==> src/hw/rtcfe_pkg.sv <==
// Package for the real-time clock register front end.
// Assumes a 25 MHz system clock; all timebase rates are derived from it.
package rtcfe_pkg;
  // ****************************************
  // Timing
  // ****************************************
  localparam int SYS_CLK_HZ = 25_000_000;
  localparam int BASE_TICK_HZ = 65536;
  localparam int BASE_TICK_CYC = SYS_CLK_HZ / BASE_TICK_HZ;
  localparam int DIV_W = 17;
  localparam int PRE_W = 9;
  // ****************************************
  // Register offsets
  // ****************************************
  localparam logic [3:0] ADDR_CTRL1 = 4'h0;
  localparam logic [3:0] ADDR_CTRL2 = 4'h1;
  localparam logic [3:0] ADDR_SEC = 4'h2;
  localparam logic [3:0] ADDR_MIN = 4'h3;
  localparam logic [3:0] ADDR_HOUR = 4'h4;
  localparam logic [3:0] ADDR_DAY = 4'h5;
  localparam logic [3:0] ADDR_WDAY = 4'h6;
  localparam logic [3:0] ADDR_MON = 4'h7;
  localparam logic [3:0] ADDR_YEAR = 4'h8;
  localparam logic [3:0] ADDR_ALM_FIRST = 4'h9;
  localparam logic [3:0] ADDR_ALM_LAST = 4'hC;
  localparam logic [3:0] ADDR_OFFSET = 4'hD;
  localparam logic [3:0] ADDR_TMR_MODE = 4'hE;
  localparam logic [3:0] ADDR_CDOWN = 4'hF;
  // ****************************************
  // Field positions and codes
  // ****************************************
  localparam int CMD_READ_BIT = 7;
  localparam int C1_STOP = 5;
  localparam int C2_MI = 7;
  localparam int C2_SI = 6;
  localparam int C2_MSF = 5;
  localparam int C2_AF = 3;
  localparam int C2_TF = 2;
  localparam int C2_AIE = 1;
  localparam int C2_TIE = 0;
  localparam int TM_TE = 3;
  localparam int TM_CTD_LSB = 0;
  localparam int TM_COF_LSB = 4;
  localparam logic [7:0] C2_FLAG_MASK = 8'h2C;
  localparam logic [7:0] SOFT_RESET_CODE = 8'h58;
  // ****************************************
  // BCD limits
  // ****************************************
  localparam logic [7:0] SEC_MAX = 8'h59;
  localparam logic [7:0] HOUR_MAX = 8'h23;
  localparam logic [7:0] WDAY_MAX = 8'h06;
  localparam logic [7:0] MON_MAX = 8'h12;
  localparam logic [7:0] YEAR_MAX = 8'h99;
  localparam logic [7:0] BCD_ZERO = 8'h00;
  localparam logic [7:0] BCD_ONE = 8'h01;
  // ****************************************
  // Reset values and writable bits, index 15 first
  // ****************************************
  localparam logic [15:0][7:0] REG_RST = {8'h00, 8'h00, 8'h00, 8'h80, 8'h80, 8'h80, 8'h80, 8'h00,
                                          8'h01, 8'h00, 8'h01, 8'h00, 8'h00, 8'h80, 8'h00, 8'h00};
  localparam logic [15:0][7:0] REG_MASK = {8'hFF, 8'h7B, 8'hFF, 8'h87, 8'hBF, 8'hBF, 8'hFF, 8'hFF,
                                           8'h1F, 8'h07, 8'h3F, 8'h3F, 8'h7F, 8'hFF, 8'hFF, 8'hA6};
endpackage : rtcfe_pkg

==> src/hw/rtcfe_top.sv <==
// Serial register front end of a real-time clock with calendar, countdown timer and clock output.
// Assumes the link pins arrive asynchronously and are much slower than the 25 MHz system clock.
//
// Behaviour
// - Sixteen byte registers; address counter advances after every data byte transferred.
// - Link accepts bit rates up to 6.25 Mbit/s on writes; read data lags each clock fall by up to three cycles.
// - Addresses 00h and 01h are the two control registers.
// - Addresses 02h to 08h are BCD seconds to years counters.
// - Calendar counters stand still while a time register is accessed.
// - Addresses 09h to 0Ch hold the alarm settings.
// - Address 0Dh holds the offset calibration value.
// - 0Eh selects clock output and timer mode; 0Eh and 0Fh drive countdown.
// - Countdown clocked from one of four sources, 4096 Hz down to 1/60 Hz.
// - Second and minute periodic interrupts enabled in the second control register.
// - Interrupt pin pulled low open-drain while asserted, released otherwise.
// - Chip enable high selects; undriven it reads as inactive.
// - Serial output driven only while returning read data, else high impedance.
// - Serial input and output may share one wire; host releases it during reads.
// - Serial clock and data ignored while chip enable is inactive.
// - Clock output toggles only while its gate input is high.
module rtcfe_top
  import rtcfe_pkg::*;
(
  input wire logic clk_sys_in,
  input wire logic rst_b_in,
  input wire logic chip_enable_in,
  input wire logic serial_clock_in,
  input wire logic serial_in_in,
  input wire logic clock_output_gate_in,
  output logic serial_out_out,
  output logic serial_out_oe_b_out,
  output logic int_out,
  output logic int_oe_b_out,
  output logic clkout_out,
  output logic clkout_oe_b_out
);
  // ****************************************
  // State
  // ****************************************
  typedef struct packed {
    logic [1:0] ce_sync;
    logic [1:0] scl_sync;
    logic [1:0] din_sync;
    logic [1:0] gate_sync;
    logic scl_prev;
    logic [2:0] bit_cnt;
    logic cmd_phase;
    logic rd_mode;
    logic touched;
    logic [3:0] addr;
    logic [7:0] in_shift;
    logic [7:0] out_shift;
    logic dout_en;
    logic dout_bit;
    logic [PRE_W-1:0] pre_cnt;
    logic [DIV_W-1:0] div_cnt;
    logic sec_pend;
    logic [7:0] cd_reload;
    logic irq;
    logic co_low;
    logic [15:0][7:0] regs;
  } rtcfe_state_s;

  rtcfe_state_s st;
  rtcfe_state_s next_st;

  // ****************************************
  // Helpers
  // ****************************************
  function automatic logic [8:0] bcd_step(input logic [7:0] v, input logic [7:0] hi, input logic [7:0] lo);
    if (v >= hi) begin
      return {1'b1, lo};
    end
    if (v[3:0] == 4'h9) begin
      return {1'b0, v[7:4] + 4'h1, 4'h0};
    end
    return {1'b0, v + 8'h01};
  endfunction

  function automatic logic [7:0] month_days(input logic [7:0] m, input logic [7:0] y);
    logic leap;
    leap = y[4] ? (y[3:0] == 4'h2 || y[3:0] == 4'h6) : (y[3:0] == 4'h0 || y[3:0] == 4'h4 || y[3:0] == 4'h8);
    case (m)
      8'h02: return leap ? 8'h29 : 8'h28;
      8'h04, 8'h06, 8'h09, 8'h11: return 8'h30;
      default: return 8'h31;
    endcase
  endfunction

  // ****************************************
  // Decoded events
  // ****************************************
  logic ce;
  logic scl;
  logic din;
  logic rise;
  logic fall;
  logic byte_done;
  logic [7:0] in_byte;
  logic in_time;
  logic freeze;
  logic tick_base;
  logic tick4k;
  logic tick64;
  logic tick1;
  logic sec_go;
  logic tick_min;
  logic cd_src;
  logic [8:0] step_sec;
  logic [8:0] step_min;
  logic [8:0] step_hour;
  logic [8:0] step_day;
  logic [8:0] step_wday;
  logic [8:0] step_mon;
  logic [8:0] step_year;

  // Only the second synchroniser stage is read
  assign ce = st.ce_sync[1];
  assign scl = st.scl_sync[1];
  assign din = st.din_sync[1];
  // Edges are found on the system clock; each link phase must last two cycles or more
  assign rise = ce & scl & ~st.scl_prev;
  assign fall = ce & ~scl & st.scl_prev;
  assign byte_done = rise & (st.bit_cnt == 3'd7);
  assign in_byte = {st.in_shift[6:0], din};
  assign in_time = (st.addr >= ADDR_SEC) && (st.addr <= ADDR_YEAR);
  assign freeze = st.touched | (ce & ~st.cmd_phase & in_time);

  assign tick_base = (st.pre_cnt == PRE_W'(BASE_TICK_CYC - 1)) & ~st.regs[ADDR_CTRL1][C1_STOP];
  assign tick4k = tick_base & (&st.div_cnt[3:0]);
  assign tick64 = tick_base & (&st.div_cnt[9:0]);
  assign tick1 = tick_base & (&st.div_cnt[15:0]);
  // A second that lands inside a frozen access waits in sec_pend
  assign sec_go = st.sec_pend & ~freeze;

  assign step_sec = bcd_step({1'b0, st.regs[ADDR_SEC][6:0]}, SEC_MAX, BCD_ZERO);
  assign step_min = bcd_step(st.regs[ADDR_MIN] & REG_MASK[ADDR_MIN], SEC_MAX, BCD_ZERO);
  assign step_hour = bcd_step(st.regs[ADDR_HOUR] & REG_MASK[ADDR_HOUR], HOUR_MAX, BCD_ZERO);
  assign step_day = bcd_step(st.regs[ADDR_DAY] & REG_MASK[ADDR_DAY],
                             month_days(st.regs[ADDR_MON], st.regs[ADDR_YEAR]), BCD_ONE);
  assign step_wday = bcd_step(st.regs[ADDR_WDAY] & REG_MASK[ADDR_WDAY], WDAY_MAX, BCD_ZERO);
  assign step_mon = bcd_step(st.regs[ADDR_MON] & REG_MASK[ADDR_MON], MON_MAX, BCD_ONE);
  assign step_year = bcd_step(st.regs[ADDR_YEAR], YEAR_MAX, BCD_ZERO);
  assign tick_min = sec_go & step_sec[8];

  always_comb begin
    case (st.regs[ADDR_TMR_MODE][TM_CTD_LSB +: 2])
      2'd0: cd_src = tick4k;
      2'd1: cd_src = tick64;
      2'd2: cd_src = tick1;
      default: cd_src = tick_min;
    endcase
  end

  // ****************************************
  // Next state
  // ****************************************
  always_comb begin
    next_st = st;
    next_st.ce_sync = {st.ce_sync[0], chip_enable_in};
    next_st.scl_sync = {st.scl_sync[0], serial_clock_in};
    next_st.din_sync = {st.din_sync[0], serial_in_in};
    next_st.gate_sync = {st.gate_sync[0], clock_output_gate_in};
    next_st.scl_prev = scl;

    // Timebase halts with the stop bit
    if (!st.regs[ADDR_CTRL1][C1_STOP]) begin
      next_st.pre_cnt = tick_base ? '0 : st.pre_cnt + PRE_W'(1);
      next_st.div_cnt = st.div_cnt + DIV_W'(tick_base);
    end

    // Calendar carry chain
    next_st.sec_pend = (st.sec_pend & freeze) | tick1;
    if (sec_go) begin
      next_st.regs[ADDR_SEC] = {st.regs[ADDR_SEC][7], step_sec[6:0]};
      if (step_sec[8]) begin
        next_st.regs[ADDR_MIN] = step_min[7:0];
        if (step_min[8]) begin
          next_st.regs[ADDR_HOUR] = step_hour[7:0];
          if (step_hour[8]) begin
            next_st.regs[ADDR_DAY] = step_day[7:0];
            next_st.regs[ADDR_WDAY] = step_wday[7:0];
            if (step_day[8]) begin
              next_st.regs[ADDR_MON] = step_mon[7:0];
              if (step_mon[8]) begin
                next_st.regs[ADDR_YEAR] = step_year[7:0];
              end
            end
          end
        end
      end
    end

    // Countdown reloads from the last value written
    if (st.regs[ADDR_TMR_MODE][TM_TE] && cd_src) begin
      if (st.regs[ADDR_CDOWN] <= 8'h01) begin
        next_st.regs[ADDR_CDOWN] = st.cd_reload;
      end else begin
        next_st.regs[ADDR_CDOWN] = st.regs[ADDR_CDOWN] - 8'h01;
      end
    end

    // Serial link
    if (!ce) begin
      next_st.bit_cnt = 3'd0;
      next_st.cmd_phase = 1'b1;
      next_st.dout_en = 1'b0;
      next_st.touched = 1'b0;
    end else begin
      next_st.touched = freeze;
      if (rise) begin
        next_st.in_shift = in_byte;
        next_st.bit_cnt = st.bit_cnt + 3'd1;
      end
      if (fall && st.dout_en) begin
        next_st.dout_bit = st.out_shift[7];
        next_st.out_shift = {st.out_shift[6:0], 1'b0};
      end
      if (byte_done && st.cmd_phase) begin
        next_st.cmd_phase = 1'b0;
        next_st.rd_mode = in_byte[CMD_READ_BIT];
        next_st.addr = in_byte[3:0];
        next_st.out_shift = st.regs[in_byte[3:0]];
        next_st.dout_en = in_byte[CMD_READ_BIT];
      end else if (byte_done) begin
        next_st.addr = st.addr + 4'h1;
        next_st.out_shift = st.regs[st.addr + 4'h1];
        if (!st.rd_mode) begin
          case (st.addr)
            ADDR_CTRL1: begin
              if (in_byte == SOFT_RESET_CODE) begin
                next_st.regs = REG_RST;
                next_st.cd_reload = REG_RST[ADDR_CDOWN];
              end else begin
                next_st.regs[ADDR_CTRL1] = in_byte & REG_MASK[ADDR_CTRL1];
              end
            end
            ADDR_CTRL2: begin
              // Flags only clear by writing zero
              next_st.regs[ADDR_CTRL2] = (in_byte & ~C2_FLAG_MASK) | (in_byte & st.regs[ADDR_CTRL2] & C2_FLAG_MASK);
            end
            ADDR_CDOWN: begin
              next_st.regs[ADDR_CDOWN] = in_byte;
              next_st.cd_reload = in_byte;
            end
            default: begin
              next_st.regs[st.addr] = in_byte & REG_MASK[st.addr];
            end
          endcase
        end
      end
    end

    // Hardware flag sets come last so they beat a clear in the same cycle
    if ((sec_go && st.regs[ADDR_CTRL2][C2_SI]) || (tick_min && st.regs[ADDR_CTRL2][C2_MI])) begin
      next_st.regs[ADDR_CTRL2][C2_MSF] = 1'b1;
    end
    if (st.regs[ADDR_TMR_MODE][TM_TE] && cd_src && st.regs[ADDR_CDOWN] <= 8'h01) begin
      next_st.regs[ADDR_CTRL2][C2_TF] = 1'b1;
    end

    // Interrupt request and clock output
    next_st.irq = (st.regs[ADDR_CTRL2][C2_MSF] & (st.regs[ADDR_CTRL2][C2_MI] | st.regs[ADDR_CTRL2][C2_SI]))
                | (st.regs[ADDR_CTRL2][C2_AF] & st.regs[ADDR_CTRL2][C2_AIE])
                | (st.regs[ADDR_CTRL2][C2_TF] & st.regs[ADDR_CTRL2][C2_TIE]);
    case (st.regs[ADDR_TMR_MODE][TM_COF_LSB +: 3])
      3'd0: next_st.co_low = ~st.div_cnt[0];
      3'd1: next_st.co_low = ~st.div_cnt[1];
      3'd2: next_st.co_low = ~st.div_cnt[2];
      3'd3: next_st.co_low = ~st.div_cnt[3];
      3'd4: next_st.co_low = ~st.div_cnt[5];
      3'd5: next_st.co_low = ~st.div_cnt[10];
      3'd6: next_st.co_low = ~st.div_cnt[15];
      default: next_st.co_low = 1'b0;
    endcase
    next_st.co_low = next_st.co_low & st.gate_sync[1];
  end

  always_ff @(posedge clk_sys_in or negedge rst_b_in) begin
    if (!rst_b_in) begin
      st <= '0;
      st.cmd_phase <= 1'b1;
      st.regs <= REG_RST;
    end else begin
      st <= next_st;
    end
  end

  // ****************************************
  // Pins
  // ****************************************
  assign serial_out_out = st.dout_bit;
  assign serial_out_oe_b_out = ~st.dout_en;
  assign int_out = 1'b0;
  assign int_oe_b_out = ~st.irq;
  assign clkout_out = 1'b0;
  assign clkout_oe_b_out = ~st.co_low;
endmodule // rtcfe_top

==> config.mk <==
export PLATFORM = sky130hd
export DESIGN_NAME = rtcfe_top
export DESIGN_NICKNAME = d
export VERILOG_FILES = /design/src/hw/rtcfe_pkg.sv /design/src/hw/rtcfe_top.sv
export SDC_FILE = /design/constraint.sdc
export NUM_CORES = 1
export LEC_CHECK = 0
export ABC_AREA = 1
export BUFFER_PORTS_ARGS = -buffer_cell sky130_fd_sc_hd__buf_2
export CORE_ASPECT_RATIO = 1.2
export CORE_UTILIZATION = 65
export CTS_CLUSTER_SIZE = 25
export DETAILED_ROUTE_END_ITERATION = 10
export PLACE_DENSITY = 0.82
export SYNTH_ARGS = -nofsm -noshare
export SYNTH_HDL_FRONTEND = slang
export SYNTH_SLANG_ARGS = --single-unit
==> constraint.sdc <==
create_clock -name clk_sys_in -period 2.68 [get_ports clk_sys_in]
set_input_delay 0.268 -clock clk_sys_in [delete_from_list [all_inputs] [get_ports clk_sys_in]]
set_output_delay 0.268 -clock clk_sys_in [all_outputs]
set_load 0.1 [all_outputs]
**After elaboration in Yosys (flattened, before gate mapping)**

Memories as Yosys holds them, arrays and structs flattened.
Cells that the tools add are included.

- Register bits after elaboration: 201
- Memory bits (writable): 0
- Output and inout port bits: 6
- Bits in latches: 0
- Bits in read-only memories: 128
- Memories kept: 1
- Input port bits: 6
- Word-level logic and storage cells: 288

- Multipliers: 0
- $lt $le $gt $ge: 14
- Reductions and logical operators: 39
- Multiplexer cells: 94
- $add $sub $neg: 18
- Shifts and indexed selects: 0
- Divide/modulo/power cells: 0
- Bitwise operators: 45
- Eq/ne operators: 39

Memories:

| name | words | bits a word | read ports | clocked after Yosys merged registers in | wr ports | RTL line | RTL |
|---|---|---|---|---|---|---|---|
| (no name shown) | 16 | 8 | 1 | 0 | 0 | rtcfe_top.sv:247 | `next_st.regs[st.addr] = in_byte & REG_MASK[st.addr];` |

Operator list:

| kind | number |
|---|---|
| 2-to-1 mux 128 bit | 4 |
| case mux 104 bit (2 select lines) | 1 |
| 2-to-1 mux 9 bit | 21 |
| 2-to-1 mux 8 bit | 19 |
| bitwise mux 128 bit | 1 |
| 2-to-1 mux 120 bit | 1 |
| binary-select mux 8 bit (select 4 bit) | 2 |
| 2-to-1 mux 56 bit | 1 |
| 2-to-1 mux 48 bit | 1 |
| case mux 8 bit (3 select lines) | 2 |
| 2-to-1 mux 40 bit | 1 |
| demux 8 bit (select 4 bit) | 1 |
| == test 4 bit, second input constant | 8 |
| 2-to-1 mux 32 bit | 1 |
| case mux 8 bit (2 select lines) | 2 |
| AND reduction 6 bit | 5 |
| 2-to-1 mux 1 bit | 27 |
| inverter 1 bit | 19 |
| bitwise AND 1 bit | 18 |
| adder 17 x 1 -> 17 bit | 1 |
| adder 7 x 1 -> 8 bit, second input constant | 2 |
| == test 8 x 3 -> 1 bit, second input constant | 2 |
| 2-to-1 mux 16 bit | 1 |
| AND reduction 16 bit | 1 |
| 60 further kinds | 107 |

**Depth between registers and ports, before layout**

Gate-level depths: netlist of the first run.

- Depth in word-level cells: 23
- Depth in mapped cells: 19

**Worst setup path before layout of the first run**

No wires, ideal clock.

- Path kind: register to register
- From: register st[183] (netlist name)
- To: register st[173] (netlist name)
- Cell stages (with the launch flop): 15
- Path slack: 0.196 ns
- Data required time: 2.603 ns
- Buffers on the path: 5
- Data arrival time: 2.406 ns
- Setup time: 0.077 ns
- Clock period less this slack: 2.484 ns
- Path through: dfrtp_1 > buf_2 > inv_1 > buf_2 > buf_2 > ha_1 > clkbuf_1 > inv_1 > clkbuf_1 > o21ai_0 > o211ai_1 > nand3_1 > nand2_1 > nand2_1 > a21oi_1

- Longest elaborated chain between the ends: 5

Ends and longest elaborated chain:

| what | RTL line | RTL |
|---|---|---|
| start, declared | rtcfe_top.sv:64 | `rtcfe_state_s st;` |
| start signal, assigned | rtcfe_top.sv:285 | `st <= next_st;` |
| adder 4 x 1 -> 4 bit | rtcfe_top.sv:227 | `next_st.out_shift = st.regs[st.addr + 4'h1];` |
| binary-select mux 8 bit (select 4 bit) | rtcfe_top.sv:227 |  |
| 2-to-1 mux 8 bit (implied by the code) | rtcfe_top.sv:227 |  |
| 2-to-1 mux 8 bit | rtcfe_top.sv:225 | `end else if (byte_done) begin` |
| 2-to-1 mux 8 bit | rtcfe_top.sv:219 | `if (byte_done && st.cmd_phase) begin` |

No other way between the ends. The select of a mux whose other input is x is not followed.
A chain may end at the register's enable or synchronous reset.

==> results of run 1 <==
-- Yosys cell counts (2+ instances only) --
cell	number	area (µm²)
o21ai_0	205	1030
nor2_1	139	522
o211ai_1	23	173
nor3_2	2	20.0
dfrtp_1	192	4800
o21ai_2	3	26.3
nand2_2	12	75.1
dfstp_2	8	210
nand2_1	358	1340
nor3_1	26	130
ha_1	34	425
nand3_1	205	1030
a21oi_4	3	48.8
o22ai_1	24	150
nand4_1	22	138
inv_1	220	826
inv_2	5	18.8
a31oi_1	7	43.8
a21oi_1	148	741
a21oi_2	2	17.5
nor2_4	11	124
xor2_1	13	114
clkbuf_1	49	184
buf_6	2	22.5
nor4_1	4	25.0
nand3_2	5	50.1
a21o_1	2	15.0
nand2_4	3	33.8
o221ai_1	4	35.0
buf_4	5	37.5
o22ai_2	6	75.1
nor2_8	3	60.1
xnor2_1	9	78.8
buf_2	16	80.1
o31ai_1	12	90.1
o21ai_1	28	140
nor2_2	5	31.3
buf_1	6	22.5
-- layer usage --
layer  wire [µm]  up-vias
met5           0        -
met4        3470        0
met3        5420      253
met2       20200      950
met1       17100     6404
li1            -     6198
-- critical path, cell delays in order, from the launching register on --
cell and delay (ns):
dfrtp_2 0.46, inv_2 0.08, ha_1 0.21, nor2_1 0.10
a21oi_1 0.07, nand2_1 0.28, nand3_2 0.18, buf_4 0.21
nor2_4 0.32, nand3_1 0.23, o21ai_0 0.26, nand2_1 0.09
nand2_1 0.07
-- power breakdown --
part           switching [W]  internal, W  total, W  leakage, nW
Clock                0.00136      0.00127   0.00263        0.294
Combinational       0.000584     0.000197  0.000781         3.65
Sequential         0.0000314      0.00305   0.00308         2.72
-- area by class of cell --
type,instances,area [µm²]
Multi-Input combinational cell,1332,6930
Fill cell,1635,5260
Sequential cell,200,5020
Inverter,228,863
Timing Repair Buffer,82,681
Clock buffer,18,429
Tap cell,261,327
Clock inverter,14,178
-- cells by family (layout without fill, tap and decap cells) --
family | after synthesis | in the layout | synth area share
adders and majority gates | 34 | 34 | 0.0323
and+or+nand+nor | 799 | 799 | 0.275
other | 1 | 2 | 0.000285
AOI/OAI and AO/OA | 473 | 473 | 0.200
DFF | 200 | 200 | 0.381
muxes | 2 | 2 | 0.00162
xor gates and xnor gates | 22 | 22 | 0.0146
buffers and inverters | 309 | 342 | 0.0950
-- metrics by stage --
| step | setup TNS, ns | instances | hold WS (ns) |
|---|---|---|---|
| 5_1_grt | -0.00711 | 2135 | 0.352 |
| 6_report | 0 | 2135 | 0.349 |
| 3_5_place_dp | 0 | 2095 | 0.307 |
| 3_3_place_gp | 0 | 2095 | 0.301 |
| 2_1_floorplan | 0 | 1841 | -0.0276 |
| 4_1_cts | 0 | 2132 | 0.352 |
-- registers in the layout, summed over array words and instances (netlist names) --
register and count:
next_st 5, st 185, serial_out_out 1, din 1, in_byte 7, ce 1
-- path summary, 6_finish.rpt --
path | start | slack [ns] | cells after the start | endpoint
worst max-delay path | st[183] | 0.05 | 12 | st[34]
worst min-delay path | next_st[195] | 0.35 | 0 | st[195]
worst max register to register | st[183] | 0.05 | 12 | st[34]
worst min register to register | next_st[195] | 0.35 | 0 | st[195]
max in group asynchronous | rst_b_in | 1.53 | 3 | st[23]
min in group asynchronous | rst_b_in | 0.37 | 2 | st[19]
-- repair_timing --
action | 4_1_cts | 5_1_grt
buffers inserted | 0 | 3
resized for setup | 0 | 9
hold endpoints to repair | 62 | 0
setup endpoints to repair | 0 | 21
hold buffers | 5 | 0
==> summary.md, run 1 <==
| Metric | Value |
|---|---|
| Status | `finished, final reports clean` |
| CTS Buffer Depth | `2` |
| CP Data Required Time | `3.07 ns` |
| Worst endpoint data arrival time | `between 3 and 4 ns` |
| Post-synth top flop | `dfrtp_1` |
| DRT Wirelength | `46.2 mm` |
| GRT overflow | `0` |
| First-pass GRT wire length | `71.4 mm` |
| # diodes | `0` |
| Die Span Y | `approximately 160 µm` |
| Hpwl dp | `34.0 mm` |
| Total CTS buffers | `17` |
| Post-Synthesis Cells | `1840` |
| Share of layout cells above drive strength 1 | `0.102` |
| Wire per inst | `between 20 and 25 µm` |
| VDD IR-drop max | `~0.00041 V` |
| Antenna violations before repair | `0` |
| Leak pwr | `roughly 6.7 nW` |
| Via count | `~14000` |
| Met2 usage | `0.707` |
| Post-route setup slack | `approximately 0.047 ns` |
| Count of input and output buffers | `9` |
| Placed inst area | `13700 µm²` |
| Max Freq | `about 380 MHz` |
| Yosys cell types | `57` |
| Clk slew on worst S/H paths | `approximately 0.080 ns` |
| Fraction of registers with async set/reset | `1.00` |
| 1st-pass router iterations | `8` |
| Dpl ws | `approximately 0.15 ns` |
| # setup viols final | `0` |
| Critical path fanouts, max | `8` |
| Critical path capture point type | `register` |
| Clock skew | `slightly above 0.01 ns` |
| DRC | `0` |
| H-tree depth | `4` |
| Final period util | `0.982` |
| Most frequent cells in the layout | `357 x nand2_1, 218 x inv_1, 205 x o21ai_0, 202 x nand3_1, 190 x dfrtp_1` |
| Final instance area | `14400 µm²` |
| Die area | `about 21000 µm²` |
| GPL Wtd Cong | `1.05` |
| Power, Total | `~0.0065 W` |
| Clk_lat worst skew | `roughly 0.45 ns` |
| Largest net degree at the start of global routing | `72` |
| Core footprint | `~20000 µm²` |
| Number of global-route vias before repair | `roughly 13000` |
| Hold Crit Class | `reg -> reg` |
| Synthesis-stage register bit count | `200` |
| Final min period | `between 2 and 3 ns` |
| Cell Area, Synth | `about 13000 µm²` |
| Layout area overhead | `9.67%` |
| M1 GR Usage | `0.571` |
| CTS tree | `done` |
| Syn. warnings | `0` |
| Pwr/cell area | `450 nW/µm²` |
| Commonest non-fill, non-tap cell in the layout | `nand2_1` |
| Slew @ Worst Pin | `0.764 ns` |
| I/O pin total | `12` |
| Seq/Total Area, Yosys | `0.381` |
| Worst Path Class, Setup | `reg -> reg` |
| Maxcap violations | `0` |
| Drt via density | `around 6.5` |
| Count of flip-flops with a built-in enable after synthesis | `0` |
| Die width | `132 µm` |
| CTS root buf | `clkbuf_16` |
| Global routing's busiest layer | `met2` |
| Row count | `56` |
| Fin util | `0.733` |
| Final hold violation count | `0` |
| Slew Limit Fails | `0` |
| Post-route ant nets | `0` |
| Avg Cell Area, Syn | `about 7.1 µm²` |
| Clk sinks | `200` |
| GR Util met3 | `0.105` |
| Relative slew slack | `0.491` |
| Startpoint Class | `register` |
| Initial core utilization | `0.668` |
| Gr usage total | `0.456` |
| Starting DRT DRC Count | `roughly 2000` |
| Final #Nets | `~1900` |
Power figures use the tool's default switching activity.
==> run 2: changes to the inputs <==
- ABC_AREA: 1 -> 0
- CORE_UTILIZATION: 65 -> 47
- PLACE_DENSITY: 0.82 -> 0.62
==> run 2 against run 1 <==
The run now ends with setup timing left. Clock power grew 3%. Non-clock buffer count up 59. Power grew 3.7%. Wire length down 9.8%. Register-to-register slack worse by 0.31 ns. Via count decreased by 20%.
==> summary.md, run 2 <==
| Metric | Value |
|---|---|
| DRC | `0 (unchanged)` |
| Dpl ws | `-0.313 ns (-0.458 ns)` |
| 1st-pass router iterations | `5 (-3)` |
| Power, Total | `0.00674 W (+3.7%)` |
| Die width | `150 µm (+14%)` |
| Total CTS buffers | `17 (unchanged)` |
| GPL Wtd Cong | `0.986 (-6.1%)` |
| Final period util | `1.10 (+0.118)` |
| DRT Wirelength | `41.6 mm (-9.8%)` |
| Number of global-route vias before repair | `10700 (-16%)` |
| XOR/XNOR share of the synthesized area | `0.0247 (+0.0100)` |
| Sequential standard cell area | `5020 µm² (about the same)` |
| Top cell type's share of synthesized area | `0.387 (+0.0213)` |
| # setup viols final | `21 (+21)` |
| Final hold violation count | `0 (unchanged)` |
| Antenna violations before repair | `1 (+1)` |
| CTS tree | `done` |
| Die Span Y | `180 µm (+14%)` |
| Largest Register | `st` |
| Status | `finished, violations left` |
| Slew @ Worst Pin | `0.856 ns (+0.0915 ns)` |
| Initial core utilization | `0.484 (-0.185)` |
| Hold Crit Class | `in -> async` |
| Avg Cell Area, Syn | `9.88 µm² (+38%)` |
| Drt via density | `6.53 (+0.94%)` |
| Row count | `64 (+14%)` |
| H-tree depth | `4 (unchanged)` |
| Logic pwr share | `0.135 (+0.015)` |
| Worst endpoint data arrival time | `3.30 ns (+0.27 ns)` |
| Post-synth top flop | `dfrtp_1` |
| Layout area overhead | `16.6%` |
| Largest family of logic cells by synthesized area | `simple AND/OR/NAND/NOR gates` |
| Final min period | `2.95 ns (+0.315 ns)` |
| Synth Area in Adders | `0.0342 (+0.00188)` |
| Seq pwr share | `0.462 (-0.012)` |
| Commonest non-fill, non-tap cell in the layout | `dfrtp_1` |
| Largest net degree at the start of global routing | `70 (-2.8%)` |
| Clock skew | `0.0166 ns (+0.00628 ns)` |
| Clock power frac | `0.402 (-0.004)` |
| Fin Setup TNS | `-3.56 ns (-3.56 ns)` |
| Synthesis-stage register bit count | `200 (unchanged)` |
| CTS root buf | `clkbuf_16` |
| Cell Int Power | `0.00480 W (+6.4%)` |
| Most common library cells after synthesis | `192 x dfrtp_1, 158 x nand2_1, 89 x nor2_1` |
| Clk sinks | `200 (unchanged)` |
| CTS Buffer Depth | `2 (unchanged)` |
| RSZ-0062 raised after global routing | `true` |
| Critical Path Slowest Stage Cell | `or4b_4` |
| Syn. warnings | `0 (unchanged)` |
| Final #Nets | `1384 (-27%)` |
| Area contributors post-synth | `dfrtp_1 39%, mux4_2 11%, nand2_1 4.8%, o21ai_0 3.5%, ha_1 3.4%` |
| Maxcap violations | `0 (unchanged)` |
| Failing checks | `setup timing` |
| Wire per inst | `24.7 µm (+14%)` |
| Max Freq | `339 MHz (-11%)` |
| Crit path cell chain | `nor3_2, nand4_1, nor2_1, a21oi_2, ha_1, or4b_4, a211oi_4, nor2_4, and3_4, a21oi_4, a2bb2oi_2, o22ai_1` |
| Post-Synthesis Cells | `1258 (-32%)` |
| Count of input and output buffers | `9 (unchanged)` |
| Critical path capture point type | `register` |
| Leak pwr | `6.22 nW (-6.6%)` |
| CP Data Required Time | `3.03 ns (-0.04 ns)` |
| Gr usage total | `0.318 (-0.138)` |
| Highest cell delay on the worst timing path | `0.50 ns (+0.04 ns)` |
| Die area | `27100 µm² (+30%)` |
| Max reg flops | `185 (unchanged)` |
| Share of layout cells above drive strength 1 | `0.227 (+0.125)` |
| Most frequent cell after synthesis | `dfrtp_1` |
| Mux cell area share after synthesis | `0.148 (+0.147)` |
| Fraction of registers with async set/reset | `1.00 (unchanged)` |
| Post-route setup slack | `-0.268 ns (-0.315 ns)` |
| I/O pin total | `12 (unchanged)` |
| Startpoint Class | `register` |
| Fin Hold WS | `0.335 ns (-0.0146 ns)` |
| Clk_lat worst skew | `0.46 ns (about the same)` |
| Cell Area, Synth | `12400 µm² (-5.5%)` |
| Pwr/cell area | `465 nW/µm² (+3.2%)` |
| Core footprint | `25700 µm² (+31%)` |
| Fill cells | `2241 (+37%)` |
| CP Buf/Inv Count | `0 (-2)` |
| Synth Area in Simple Gates | `0.177 (-0.0976)` |
| Yosys cell types | `79 (+39%)` |
| Synth Area in Compound Gates | `0.172 (-0.0278)` |
| Cell taking the most area after synthesis | `dfrtp_1` |
| Worst Path Class, Setup | `reg -> reg` |
| Post-route ant nets | `0 (unchanged)` |
| Via count | `11000 (-20%)` |
| Starting DRT DRC Count | `1118 (-43%)` |
| Sw Share | `0.287 (-0.0182)` |
| GRT overflow | `0 (unchanged)` |
| Relative slew slack | `0.430 (-0.0610)` |
| VDD IR-drop max | `0.000402 V (-2.9%)` |
| Crit path max-delay family | `simple AND/OR/NAND/NOR gates` |
| Placed inst area | `13600 µm² (-0.66%)` |
| Count of flip-flops with a built-in enable after synthesis | `0 (unchanged)` |
| Hpwl dp | `30.7 mm (-9.5%)` |
| Seq/Total Area, Yosys | `0.403 (+0.0222)` |
| First-pass GRT wire length | `63.7 mm (-11%)` |
| Switching power | `0.00193 W (-2.5%)` |
| Most frequent cells in the layout | `188 x dfrtp_1, 157 x nand2_1, 115 x buf_4, 84 x nor2_1, 82 x o21ai_0` |
| Critical path fanouts, max | `6 (-2)` |
| Clk slew on worst S/H paths | `0.08 ns (about the same)` |
| Multi-input combinational cell area | `7120 µm² (+2.7%)` |
| Final instance area | `14500 µm² (+0.47%)` |
| Slew Limit Fails | `0 (unchanged)` |
## run 2: cell count changes after synthesis, moves of 18 or more
| cell | change |
|---|---|
| nand2_1 | -200 |
| inv_1 | -180 |
| nand3_1 | -144 |
| o21ai_0 | -117 |
| a21oi_1 | -87 |
| mux4_2 | +59 |
| nor2_1 | -50 |
| mux2i_1 | +30 |
| o21ai_1 | -23 |
| and2_1 | +21 |
| a22o_1 | +18 |
## run 2: what timing repair did
item | in CTS | in global routing
hold endpoints to repair | 41 | 0
cloned | 0 | 1
hold buffers | 5 | 0
setup endpoints to repair | 23 | 29
gates resized for setup | 13 | 31
pin swaps | 3 | 12
setup buffers | 2 | 3
## run 2: power groups by stage
stage          combinational (W)  sequential, W  clock [W]
2_1_floorplan           0.000434        0.00316          0
3_3_place_gp            0.000872        0.00317          0
3_5_place_dp            0.000874        0.00317          0
4_1_cts                 0.000884        0.00311    0.00275
5_1_grt                 0.000947        0.00312    0.00286
6_report                0.000913        0.00311    0.00271
## run 2: metal layers
metal  wire length, µm  global-route usage
met1             16700               0.425
met2             19200               0.482
met3              3300              0.0648
met4              2490               0.174
met5                 0                   0
## run 2: cell families (layout without fill, tap and decap cells)
group,count (synthesis),after routing
xor+xnor,35,35
mux,108,108
simple gates,448,449
buf+inv,116,213
other cells,1,3
fa+ha+maj,34,34
flops,200,200
compound gates,316,316
## run 2: path summary, 6_finish.rpt
check / start / endpoint / cells past startpoint / slack (ns)
worst max-delay path: st[59] / st[59] / 12 / -0.27
worst min register to register: next_st[195] / st[195] / 0 / 0.35
worst min-delay path: rst_b_in / st[83] / 2 / 0.33
max in group asynchronous: rst_b_in / st[40] / 3 / 1.51
min in group clk_sys_in: next_st[195] / st[195] / 0 / 0.35
worst max register to register: st[59] / st[59] / 12 / -0.27
## run 2: stage by stage
stage                util  instances
global route        0.564       1687
floorplan               -       1259
finish              0.564       1688
global placement    0.530       1645
CTS                 0.558       1683
detailed placement  0.530       1645
## run 2: layout make-up
cell class                 instances  share of cell area
antenna                            1            0.000173
sequential                       200               0.346
clock inverter                    13              0.0113
inverter                          40              0.0104
timing repair buffer             141              0.0809
clock buffer                      19              0.0312
tap                              330              0.0285
multi-input combinational        944               0.491
## run 2: worst register-to-register path: cells and delay by family (launching register included)
family / cells / cell delay [ns]
AOI/OAI and AO/OA: 5 / 0.85
adders and majority gates: 1 / 0.29
DFF: 1 / 0.43
and+or+nand+nor: 6 / 1.28
